### src/hdl/csc_params.svh
// constants for the card supply, card clock and wait timer block
// assumes a 100 MHz MCLK and a 50 MHz PLL clock sampled as a plain input
//
// Contract
// - 32-bit reload loads wait counter, etu-clocked, enabled
// - uart mode reloads counter at each start bit
// - 6-bit select picks pll divider from table
// - no card supply while presence pin inactive
// - presence loss forces converter power-off sequence
// - deactivation sequence runs whenever converter switches off
// - writing converter_on one starts the converter while a card is present
// - writing converter_on zero shuts converter down
// - ready flag set when usable, cleared when off
// - loaded flag high while loaded and running
// - 2-bit voltage select: 1.8V, 3V or 5V
// - start-up time depends on voltage, at least 20us
// - etu equals unit value minus half compensation
`ifndef CSC_PARAMS_SVH
`define CSC_PARAMS_SVH

// register byte offsets
`define CSC_OFS_SLEW 8'hEE
`define CSC_OFS_CONV 8'hEF
`define CSC_OFS_CLKSEL 8'hF0
`define CSC_OFS_WT0 8'hE0
`define CSC_OFS_WT1 8'hE1
`define CSC_OFS_WT2 8'hE2
`define CSC_OFS_WT3 8'hE3
`define CSC_OFS_CTRL 8'hE4
`define CSC_OFS_ETUL 8'hE5
`define CSC_OFS_ETUH 8'hE6
`define CSC_OFS_IRQ_ST 8'hE7
`define CSC_OFS_IRQ_MSK 8'hE8

// field positions
`define CSC_BIT_CONV_ON 7
`define CSC_BIT_CONV_RDY 6
`define CSC_BIT_CONV_LOAD 5
`define CSC_BIT_WAIT_EN 0
`define CSC_BIT_UART 1
`define CSC_BIT_VSEL_LO 2
`define CSC_BIT_COMP 7

// interrupt status bits
`define CSC_IRQ_WAIT 0
`define CSC_IRQ_RDY 1
`define CSC_IRQ_PRES 2

// reset values
`define CSC_RST_CLKSEL 6'h04
`define CSC_RST_ETU 11'h174
`define CSC_RST_SLEW 4'h0

// timing
`define CSC_CLK_MHZ 100
`define CSC_START_US_18 20
`define CSC_START_US_3 30
`define CSC_START_US_5 40
`define CSC_STOP_US 10
`define CSC_CYC(us) ((us) * `CSC_CLK_MHZ)

`endif

### src/hdl/csc_pkg.sv
// types for the card supply, card clock and wait timer block
// state and voltage codes are fixed here, not taken from csc_params.svh
package csc_pkg;
    // converter sequencing states, gray along off-start-ready-stop
    typedef enum logic [1:0] {
        CSC_OFF = 2'b00,
        CSC_START = 2'b01,
        CSC_RUN = 2'b11,
        CSC_STOP = 2'b10
    } csc_conv_t;
    // card voltage codes
    typedef enum logic [1:0] {
        CSC_V_NONE = 2'b00,
        CSC_V_18 = 2'b01,
        CSC_V_3 = 2'b10,
        CSC_V_5 = 2'b11
    } csc_volt_t;
endpackage

### src/hdl/csc_card_supply.sv
// card supply converter sequencing, card clock divider, wait timer
// assumes a single MCLK domain; pll clock and pins sampled synchronously
`timescale 1ns/1ps
`include "csc_params.svh"

module csc_card_supply
    import csc_pkg::*;
(
    input wire logic MCLK,
    input wire logic SRST,
    input wire logic [7:0] ADDR,
    input wire logic [7:0] WDATA,
    input wire logic WR,
    input wire logic RD,
    output logic [7:0] RDATA,
    input wire logic PLL_CLK,
    input wire logic CARD_PRESENT_PIN,
    input wire logic START_BIT,
    output logic CARD_CLK,
    output logic CONV_ENABLE,
    output logic [1:0] CARD_VOLTAGE,
    output logic CARD_SUPPLY_ON,
    output logic [3:0] SLEW_SETTING,
    output logic WAIT_TIMEOUT,
    output logic IRQ
);

    // software state
    logic [3:0] slew_ff; // slew setting
    logic conv_on_ff; // converter_on
    logic [5:0] clksel_ff; // card_clock_select
    logic [31:0] reload_ff; // wait_reload_value
    logic wait_en_ff; // wait_count_enable
    logic uart_ff; // uart mode
    logic [1:0] vsel_ff; // card_voltage_select
    logic [10:0] etu_ff; // unit value
    logic comp_ff; // compensation bit
    logic [2:0] irq_st_ff; // sticky events
    logic [2:0] irq_msk_ff; // interrupt mask
    // hardware state
    csc_conv_t conv_ff; // converter sequencer
    logic [12:0] seq_cnt_ff; // start/stop interval counter
    logic [31:0] wtc_ff; // wait_time_counter
    logic [11:0] etu_cnt_ff; // etu prescaler, half-clock units
    logic pll_q_ff; // previous pll sample
    logic [7:0] div_cnt_ff; // pll edge counter
    logic card_clk_ff;
    logic pres_q_ff; // previous presence
    logic [7:0] rdata_ff;
    logic timeout_ff;

    logic [7:0] div_half; // half of selected divider
    logic pll_rise;
    logic card_edge; // one card clock half-period
    logic etu_tick;
    logic [11:0] etu_half; // etu in card half-periods
    logic conv_ready;
    logic conv_loaded;
    logic [12:0] start_cycles;
    logic ev_wait, ev_rdy, ev_pres;

    // divider table, reserved codes fall back to the slowest
    always_comb begin
        unique case (clksel_ff)
            6'h00: div_half = 8'h04;
            6'h01: div_half = 8'h06;
            6'h02: div_half = 8'h08;
            6'h03: div_half = 8'h0A;
            6'h04: div_half = 8'h0C;
            6'h05: div_half = 8'h18;
            6'h06: div_half = 8'h20;
            6'h07: div_half = 8'h28;
            6'h08: div_half = 8'h30;
            6'h09: div_half = 8'h40;
            6'h0A: div_half = 8'h50;
            default: div_half = 8'h60; // 0x0B and reserved codes
        endcase
    end

    // start-up time by voltage, never under the 20us floor
    always_comb begin
        unique case (vsel_ff)
            CSC_V_3: start_cycles = 13'(`CSC_CYC(`CSC_START_US_3));
            CSC_V_5: start_cycles = 13'(`CSC_CYC(`CSC_START_US_5));
            default: start_cycles = 13'(`CSC_CYC(`CSC_START_US_18));
        endcase
    end

    assign pll_rise = PLL_CLK & ~pll_q_ff;
    // >= so a count left high by a switch to a faster code ends at once
    assign card_edge = pll_rise && (div_cnt_ff >= div_half - 8'h01);
    // etu less half a card clock when compensating, in half-periods
    assign etu_half = {etu_ff, 1'b0} - {11'h000, comp_ff};
    assign etu_tick = card_edge && (etu_cnt_ff >= etu_half - 12'h001);
    assign conv_ready = (conv_ff == CSC_RUN);
    assign conv_loaded = conv_ready;

    // pll edge detect and card clock divider
    always_ff @(posedge MCLK) begin
        if (SRST) begin
            pll_q_ff <= 1'b0;
            div_cnt_ff <= 8'h00;
            card_clk_ff <= 1'b0;
        end else begin
            pll_q_ff <= PLL_CLK;
            if (card_edge) begin
                div_cnt_ff <= 8'h00;
                card_clk_ff <= ~card_clk_ff;
            end else if (pll_rise) begin
                div_cnt_ff <= div_cnt_ff + 8'h01;
            end
        end
    end

    // etu prescaler counts card half-periods
    always_ff @(posedge MCLK) begin
        if (SRST || !wait_en_ff) begin
            etu_cnt_ff <= 12'h000;
        end else if (etu_tick) begin
            etu_cnt_ff <= 12'h000;
        end else if (card_edge) begin
            etu_cnt_ff <= etu_cnt_ff + 12'h001;
        end
    end

    // wait time counter, counts down one per etu
    always_ff @(posedge MCLK) begin
        if (SRST) begin
            wtc_ff <= 32'h0000_0000;
            timeout_ff <= 1'b0;
        end else if (!wait_en_ff || (uart_ff && START_BIT)) begin
            wtc_ff <= reload_ff;
            timeout_ff <= 1'b0;
        end else if (etu_tick && wtc_ff != 32'h0000_0000) begin
            wtc_ff <= wtc_ff - 32'h0000_0001;
            timeout_ff <= (wtc_ff == 32'h0000_0001);
        end
    end
    assign ev_wait = etu_tick && wait_en_ff && !(uart_ff && START_BIT)
        && (wtc_ff == 32'h0000_0001);

    // converter sequencer
    always_ff @(posedge MCLK) begin
        if (SRST) begin
            conv_ff <= CSC_OFF;
            seq_cnt_ff <= 13'h0000;
        end else begin
            unique case (conv_ff)
                CSC_OFF: begin
                    // refuse start while card absent
                    if (conv_on_ff && CARD_PRESENT_PIN) begin
                        conv_ff <= CSC_START;
                        seq_cnt_ff <= start_cycles;
                    end
                end
                CSC_START, CSC_RUN: begin
                    if (!conv_on_ff || !CARD_PRESENT_PIN) begin
                        conv_ff <= CSC_STOP;
                        seq_cnt_ff <= 13'(`CSC_CYC(`CSC_STOP_US));
                    end else if (conv_ff == CSC_START) begin
                        if (seq_cnt_ff == 13'h0001) begin
                            conv_ff <= CSC_RUN;
                        end
                        seq_cnt_ff <= seq_cnt_ff - 13'h0001;
                    end
                end
                CSC_STOP: begin
                    // deactivation runs to its end before restart
                    if (seq_cnt_ff == 13'h0001) begin
                        conv_ff <= CSC_OFF;
                    end
                    seq_cnt_ff <= seq_cnt_ff - 13'h0001;
                end
            endcase
        end
    end
    assign ev_rdy = (conv_ff == CSC_START) && conv_on_ff
        && CARD_PRESENT_PIN && (seq_cnt_ff == 13'h0001);
    assign ev_pres = pres_q_ff && !CARD_PRESENT_PIN;

    // register writes
    always_ff @(posedge MCLK) begin
        if (SRST) begin
            slew_ff <= `CSC_RST_SLEW;
            conv_on_ff <= 1'b0;
            clksel_ff <= `CSC_RST_CLKSEL;
            reload_ff <= 32'h0000_0000;
            wait_en_ff <= 1'b0;
            uart_ff <= 1'b0;
            vsel_ff <= 2'b00;
            etu_ff <= `CSC_RST_ETU;
            comp_ff <= 1'b0;
            irq_msk_ff <= 3'h0;
        end else if (WR) begin
            // read-only and reserved bits are simply not stored
            unique case (ADDR)
                `CSC_OFS_SLEW: slew_ff <= WDATA[3:0];
                `CSC_OFS_CONV: conv_on_ff <= WDATA[`CSC_BIT_CONV_ON];
                `CSC_OFS_CLKSEL: clksel_ff <= WDATA[5:0];
                `CSC_OFS_WT0: reload_ff[7:0] <= WDATA;
                `CSC_OFS_WT1: reload_ff[15:8] <= WDATA;
                `CSC_OFS_WT2: reload_ff[23:16] <= WDATA;
                `CSC_OFS_WT3: reload_ff[31:24] <= WDATA;
                `CSC_OFS_CTRL: begin
                    wait_en_ff <= WDATA[`CSC_BIT_WAIT_EN];
                    uart_ff <= WDATA[`CSC_BIT_UART];
                    // no checks: software keeps this steady while loaded
                    vsel_ff <= WDATA[`CSC_BIT_VSEL_LO +: 2];
                end
                `CSC_OFS_ETUL: etu_ff[7:0] <= WDATA;
                `CSC_OFS_ETUH: begin
                    etu_ff[10:8] <= WDATA[2:0];
                    comp_ff <= WDATA[`CSC_BIT_COMP];
                end
                `CSC_OFS_IRQ_MSK: irq_msk_ff <= WDATA[2:0];
                default: ;
            endcase
        end
    end

    // sticky events, set wins over write-one-to-clear
    always_ff @(posedge MCLK) begin
        if (SRST) begin
            irq_st_ff <= 3'h0;
            pres_q_ff <= 1'b0;
        end else begin
            pres_q_ff <= CARD_PRESENT_PIN;
            irq_st_ff <= (irq_st_ff
                & ~((WR && ADDR == `CSC_OFS_IRQ_ST) ? WDATA[2:0] : 3'h0))
                | {ev_pres, ev_rdy, ev_wait};
        end
    end

    // read data, one cycle after the strobe, zero otherwise
    always_ff @(posedge MCLK) begin
        if (SRST || !RD) begin
            rdata_ff <= 8'h00;
        end else begin
            unique case (ADDR)
                `CSC_OFS_SLEW: rdata_ff <= {4'h0, slew_ff};
                `CSC_OFS_CONV: rdata_ff <= {conv_on_ff, conv_ready,
                    conv_loaded, 5'h00};
                `CSC_OFS_CLKSEL: rdata_ff <= {2'b00, clksel_ff};
                `CSC_OFS_WT0: rdata_ff <= reload_ff[7:0];
                `CSC_OFS_WT1: rdata_ff <= reload_ff[15:8];
                `CSC_OFS_WT2: rdata_ff <= reload_ff[23:16];
                `CSC_OFS_WT3: rdata_ff <= reload_ff[31:24];
                `CSC_OFS_CTRL: rdata_ff <= {4'h0, vsel_ff, uart_ff,
                    wait_en_ff};
                `CSC_OFS_ETUL: rdata_ff <= etu_ff[7:0];
                `CSC_OFS_ETUH: rdata_ff <= {comp_ff, 4'h0, etu_ff[10:8]};
                `CSC_OFS_IRQ_ST: rdata_ff <= {5'h00, irq_st_ff};
                `CSC_OFS_IRQ_MSK: rdata_ff <= {5'h00, irq_msk_ff};
                default: rdata_ff <= 8'h00; // unmapped reads zero
            endcase
        end
    end

    // registered pin outputs
    logic conv_en_ff, supply_ff, irq_ff;
    logic [1:0] volt_ff;
    always_ff @(posedge MCLK) begin
        if (SRST) begin
            conv_en_ff <= 1'b0;
            supply_ff <= 1'b0;
            volt_ff <= 2'b00;
            irq_ff <= 1'b0;
        end else begin
            conv_en_ff <= (conv_ff == CSC_START) || conv_ready;
            // supply only when ready and card still there
            supply_ff <= conv_ready && CARD_PRESENT_PIN;
            volt_ff <= vsel_ff;
            irq_ff <= |(irq_st_ff & irq_msk_ff);
        end
    end

    assign RDATA = rdata_ff;
    assign CARD_CLK = card_clk_ff;
    assign CONV_ENABLE = conv_en_ff;
    assign CARD_VOLTAGE = volt_ff;
    assign CARD_SUPPLY_ON = supply_ff;
    assign SLEW_SETTING = slew_ff;
    assign WAIT_TIMEOUT = timeout_ff;
    assign IRQ = irq_ff;

endmodule

### config.mk
export PLATFORM = sky130hd
export DESIGN_NAME = csc_card_supply
export DESIGN_NICKNAME = d
export VERILOG_FILES = /design/src/hdl/csc_pkg.sv /design/src/hdl/csc_card_supply.sv
export VERILOG_INCLUDE_DIRS = /design/src /design/src/hdl
export SDC_FILE = /design/constraint.sdc
export NUM_CORES = 1
export LEC_CHECK = 0
export ABC_AREA = 0
export BUFFER_PORTS_ARGS = -buffer_cell sky130_fd_sc_hd__buf_2
export CORE_UTILIZATION = 34
export DETAILED_ROUTE_END_ITERATION = 6
export MAX_ROUTING_LAYER = met4
export PLACE_DENSITY = 0.53
export SYNTH_ARGS = -nofsm -noshare
export SYNTH_HDL_FRONTEND = slang
export SYNTH_SLANG_ARGS = --single-unit
### constraint.sdc
create_clock -name MCLK -period 8.8 [get_ports MCLK]
set_input_delay 0 -clock MCLK [delete_from_list [all_inputs] [get_ports MCLK]]
set_output_delay 0 -clock MCLK [all_outputs]
set_load 0.02 [all_outputs]
==> impl_metrics.yaml, run 1 <==
die:
  num_io_pins: 42
  die_w_um: 155.3
  start_util_pct: 34.98
  core_area_um2: 22850
  fp.dieH_um: 155.3
  rows: 55
  dieArea_um2: 24120
clock_tree:
  cts_buffers: 17
  worstSkewPairLatency_ns: 0.43
  cts_resized: 0
  hold_buffers: 10
  path_clk_slew_ns: 0.07
  root_buffer: "clkbuf_16"
  postCtsSetupRepairBufs: 0
  cts.sinks: 155
  cts_tree: "built"
  clock_path_buffers: 2
  cts-htree-levels: 4
detailed_routing:
  drc: 0
  route.antenna.remaining_nets: 0
  viasPerCell: 5.498
  routed_wirelength_mm: 23.55
  first_iter_violations: 591
  routed-via-count: 7219
  dr.pass1.iters: 7
  drt-wirelength-per-cell_um: 17.93
placed_design:
  dp_cells: 1271
  gp_congestion: 0.8251
  postPlaceCellArea_um2: 8467
  dp_slack_ns: 4.889
  io_buffers: 41
  place_hpwl_mm: 16.09
synth:
  synthTopCellsByCount: "155 x dfxtp_1, 122 x nor2_1, 88 x nand2_1"
  synth_area_leader_cell: "dfxtp_1"
  synth_seq_cells: 155
  syn_avg_cell_area_um2: 8.283
  ys_seq_area_share_pct: 38.82
  syn_inst: 965
  dominantRegCellSynth: "dfxtp_1"
  synth_warnings: 0
  synthTopCellsByArea: "dfxtp_1 39%, nor2_1 5.7%, ha_1 4.9%, a21oi_1 4.4%, nand3_1 4.3%"
  syn_nets: 1019
  async_reset_ff_share_pct: 0
  synth.most_common_cell: "dfxtp_1"
  synth_top_area_share_pct: 38.82
  ys_types: 62
  syn_area_um2: 7993
  synth_edf_count: 0
power:
  p_leak_nw: 3.332
  power_density_nw_per_um2: 167.6
  p_seq_share_pct: 45.9
  p_sw_mw: 0.3680
  swShare_pct: 23.90
  pwr-share-comb_pct: 3.6
  p_int_mw: 1.172
  irDropWorstVdd_uv: 112.0
  pwr-share-clk_pct: 50.5
grt:
  grt_pass1_vias: 6715
  grt_pass1_wl_mm: 37.25
  grt_max_degree: 71
  grt_use_total_pct: 20.57
  grt-ovfl-total: 0
  grt_antenna_before_repair: 0
timing:
  rsz0062_at_grt: "no"
  finalClockSkew_ns: 0.008305
  fmax_ghz: 0.2523
  fin_ws_ns: 4.836
  setup_viol: 0
  period_needed_ns: 3.964
  timing.final.crit_share_pct: 45.04
  hold_viol: 0
  worst_pin_slew_ns: 0.9711
  setup_tns_ns: 0
  slew_headroom_pct: 34.98
  maxSlewViolCount: 0
setup_path:
  crit_start: "clksel_ff[4]"
  criticalPathCategory: "register to register"
  crit_required_ns: 9.15
  critical_path_arrival_ns: 4.31
  setup.worst_path.start_class: "register"
  cp_max_fo: 18
  reg2reg_from: "clksel_ff[4]"
  end_kind: "register"
run:
  max_cap_viol_count: 0
finish:
  nNetsFinal: 1041
  areaGrowthSynthToFinish_pct: 14.90
  final_cells: 1313
  drive_gt1_share_pct: 11.10
  n_antenna_cell: 0
  fin_area_um2: 9184
  nFillCells: 2384
  final_core_util_pct: 40.20
hold_path:
  hold_path_class: "input pin to register"
  hp-start: "SRST"
run_status:
  status: "complete, no violations"
sequential cells by signal, summed over array words and instances (netlist names), 2 cells and up, named ones only:
| signal | flops |
|---|---|
| irq_st_ff | 3 |
| clksel_ff | 6 |
| div_cnt_ff | 8 |
| etu_ff | 11 |
| irq_msk_ff | 3 |
| CARD_VOLTAGE | 2 |
| reload_ff | 32 |
| vsel_ff | 2 |
| conv_ff | 2 |
| etu_cnt_ff | 12 |
| SLEW_SETTING | 4 |
| RDATA | 8 |
| wtc_ff | 32 |
| seq_cnt_ff | 13 |
layout by cell type (no fill, tap or decap), types with 11 or more instances in the layout:
cell,Yosys,final
o21ai_0,24,24
nand2_1,88,88
inv_1,18,18
buf_2,1,40
nand4_1,16,16
dfxtp_1,155,155
nor2b_1,14,14
ha_1,31,31
nand3_1,68,68
or3_1,12,12
a211oi_1,28,28
nor2_1,122,122
xnor2_1,19,19
buf_4,0,11
a21oi_1,70,70
mux2i_1,28,28
xor2_1,32,32
clkbuf_16,0,17
nor3_1,28,27
and3_1,15,15
stage by stage:
stage                     power [mW]  hold WS, ns
after global placement        0.7739       0.2501
after floorplan               0.7530       0.1282
after detailed placement      0.7738       0.2655
after global routing           1.587      0.08992
final                          1.540      0.07686
after CTS                      1.555      0.07051
power groups by stage:
stage	Sequential [mW]	Combinational, mW	Clock (mW)
2_1_floorplan	0.721	0.0316	0
3_3_place_gp	0.722	0.0516	0
3_5_place_dp	0.722	0.0514	0
4_1_cts	0.706	0.0552	0.793
5_1_grt	0.706	0.0600	0.821
6_report	0.706	0.0557	0.777
routing by layer:
metal  GRT usage [%]  wire, um
met5               -         0
met4           6.769       399
met3           3.593      1174
met2           32.12     10980
met1           26.83     10990
final cells by class:
class                           instances  area (um2)  area share [%]
Multi-Input combinational cell        734        4622           50.33
Inverter                               18       67.56          0.7357
Sequential cell                       155        3103           33.79
Clock buffer                           17       425.4           4.632
Clock inverter                         15       191.4           2.084
Timing Repair Buffer                   61       382.9           4.169
Tap cell                              313       391.6           4.264
cell families after synthesis:
group / share of synthesized area (%)
multiplexers: 3.647
flip-flops: 38.82
buffers and inverters: 3.679
XOR/XNOR: 5.589
adder cells (fa/ha/maj): 4.853
AND/OR/NAND/NOR: 25.55
AO/OA/AOI/OAI: 17.86
critical path: stages (launching register included):
cell	delay [ns]
dfxtp_1	0.45
nor2_1	0.14
nand2_1	0.11
ha_1	0.23
nand4b_1	0.12
or2_2	0.29
ha_1	0.31
nand2_1	0.08
o21ai_0	0.18
a22o_1	0.18
buf_4	0.25
a21boi_4	0.51
nand2_2	0.25
or4_1	0.53
a311oi_2	0.23
worst paths after layout:
path               endpoint  slack (ns)  cells after the start
min reg2reg  seq_cnt_ff[10]        0.46                      2
max reg2reg       wtc_ff[5]        4.84                     14
max               wtc_ff[5]        4.84                     14
min            irq_st_ff[2]        0.08                      2
Power figures use the tool's default switching activity.
==> run 2: changes to the inputs <==
- PLACE_DENSITY: 0.53 -> 0.55
- clock period: 8.8 -> 3.4 ns (I/O delays scaled with it)
==> run 2 against run 1 <==
Largest cell class unchanged. Flip-flop and latch count unchanged. The run now ends with DRC left. Sequential power rose to 2.6 times the previous value. Setup slack worse by 4.6 ns. Critical endpoint is now wtc_ff[14].
==> impl_metrics.yaml, run 2 (synthesis results as in run 1) <==
timing:
  rsz0062_at_grt: "no"
  worst_pin_slew_ns: 0.8934
  holdWs_ns: 0.04808
  fin_ws_ns: 0.1940
  finalClockSkew_ns: 0.009111
  maxSlewViolCount: 0
  setup_viol: 0
  setup_tns_ns: 0
  hold_viol: 0
  fmax_ghz: 0.3119
  timing.final.crit_share_pct: 94.29
  period_needed_ns: 3.206
  slew_headroom_pct: 40.18
detailed_routing:
  dr.pass1.iters: 7
  route.antenna.remaining_nets: 0
  drt-wirelength-per-cell_um: 17.58
  routed-via-count: 7285
  first_iter_violations: 661
  routed_wirelength_mm: 23.31
  viasPerCell: 5.494
  drc: 1
clock_tree:
  root_buffer: "clkbuf_16"
  cts_buffers: 17
  clock_path_buffers: 2
  path_clk_slew_ns: 0.06
  cts_tree: "built"
  worstSkewPairLatency_ns: 0.42
  cts.sinks: 155
  cts-htree-levels: 4
run_status:
  violations: "DRC"
  status: "finished, violations left"
power:
  irDropWorstVdd_uv: 259.9
  power.total_mw: 4.155
  p_leak_nw: 3.422
  power_density_nw_per_um2: 443.8
die:
  num_io_pins: 42
  start_util_pct: 34.98
  dieArea_um2: 24120
  die_w_um: 155.3
  rows: 55
  core_area_um2: 22850
  fp.dieH_um: 155.3
hold_path:
  hold_path_class: "input pin to register"
  holdPathStages: 4
grt:
  grt_max_degree: 74
  grt-ovfl-total: 0
  grt_pass1_vias: 6864
  grt_antenna_before_repair: 1
  grt_use_total_pct: 20.45
  grt_pass1_wl_mm: 37.56
setup_path:
  setup.worst_path.start_class: "register"
  path_delay_family: "simple AND/OR/NAND/NOR gates"
  cp_common_cell: "ha_1"
  path_cells: "inv_1, ha_1, nor3b_1, xnor2_1, ha_1, nand2_1, nor3_1, a21oi_1, o21ai_4, nand2_2, or4_1, a311oi_2"
  reg2reg_from: "etu_ff[0]"
  r2r_cells: 12
  cp_num_buf_inv: 1
  cp_max_fo: 8
  max_stage_delay_ns: 0.52
  critical_path_arrival_ns: 3.54
  slowest_stage: "or4_1"
  setup.worst_path.end: "wtc_ff[14]"
  reg2reg_to: "wtc_ff[14]"
  criticalPathCategory: "register to register"
  crit_start: "etu_ff[0]"
  cp_num_cells: 12
  crit_required_ns: 3.74
  ff2ff_setup_slack_ns: 0.19
  end_kind: "register"
run:
  max_cap_viol_count: 0
placed_design:
  dp_cells: 1281
  dp_slack_ns: 0.06571
  place_hpwl_mm: 16.22
  io_buffers: 41
  postPlaceCellArea_um2: 8537
  gp_congestion: 0.8491
finish:
  layout_commonest_cell: "dfxtp_1"
  final_cells: 1326
  top_regs: "reload_ff x32, wtc_ff x32, seq_cnt_ff x13"
  areaGrowthSynthToFinish_pct: 17.13
  fin_area_um2: 9361
  layout_common_cells: "155 x dfxtp_1, 122 x nor2_1, 88 x nand2_1, 70 x a21oi_1, 67 x nand3_1"
  nNetsFinal: 1053
  drive_gt1_share_pct: 12.35
  final_core_util_pct: 40.97
## run 2: changes by cell type in the layout (fill, tap and decap cells not counted), moves of 2 or more
cell / previous run / this run
clkinv_4: 6 / 2
clkbuf_8: 0 / 3
bufinv_16: 3 / 5
buf_4: 11 / 22
## run 2: power breakdown
part,switching [mW],internal [mW],total [mW]
logic,0.103,0.0438,0.147
clock network,0.808,1.37,2.18
registers,0.00705,1.82,1.83
total,0.918,3.24,4.16
## run 2: how the worst min path moves through the flow
stage,from,to,slack (ns)
after floorplan,PLL_CLK,pll_q_ff,0.13
after global placement,PLL_CLK,pll_q_ff,0.27
after detailed placement,PLL_CLK,pll_q_ff,0.30
after CTS,START_BIT,WAIT_TIMEOUT,0.02
after global routing,START_BIT,WAIT_TIMEOUT,0.06
final,START_BIT,WAIT_TIMEOUT,0.05
## run 2: what timing repair did
item,4_1_cts,5_1_grt
gates resized for setup,0,7
endpoints found under the hold margin,45,0
setup endpoints to repair,0,22
hold buffers,11,0
setup buffers,0,1
## run 2: final cells by class
class	instances	area, um2
antenna	1	2.502
fill	2345	13490
sequential	155	3103
tap	313	391.6
clock inverter	12	206.4
multi-input combinational	734	4648
clock buffer	20	466.7
inverter	18	67.56
timing repair buffer	73	475.5
## run 2: per-layer routing
metal  vias to the layer above  GRT usage (%)  wire, um
met5                         -              -         0
met2                       168          31.39     10700
li1                       3575              -         -
met4                         0          5.882       424
met3                        24          3.844      1036
met1                      3518          27.27     11140
## run 2: worst register-to-register path, cell delays in order (launching register included)
cell and delay, ns:
dfxtp_1 0.47, inv_1 0.10, ha_1 0.26, nor3b_1 0.17
xnor2_1 0.15, ha_1 0.31, nand2_1 0.05, nor3_1 0.17
a21oi_1 0.13, o21ai_4 0.37, nand2_2 0.20, or4_1 0.52
a311oi_2 0.24
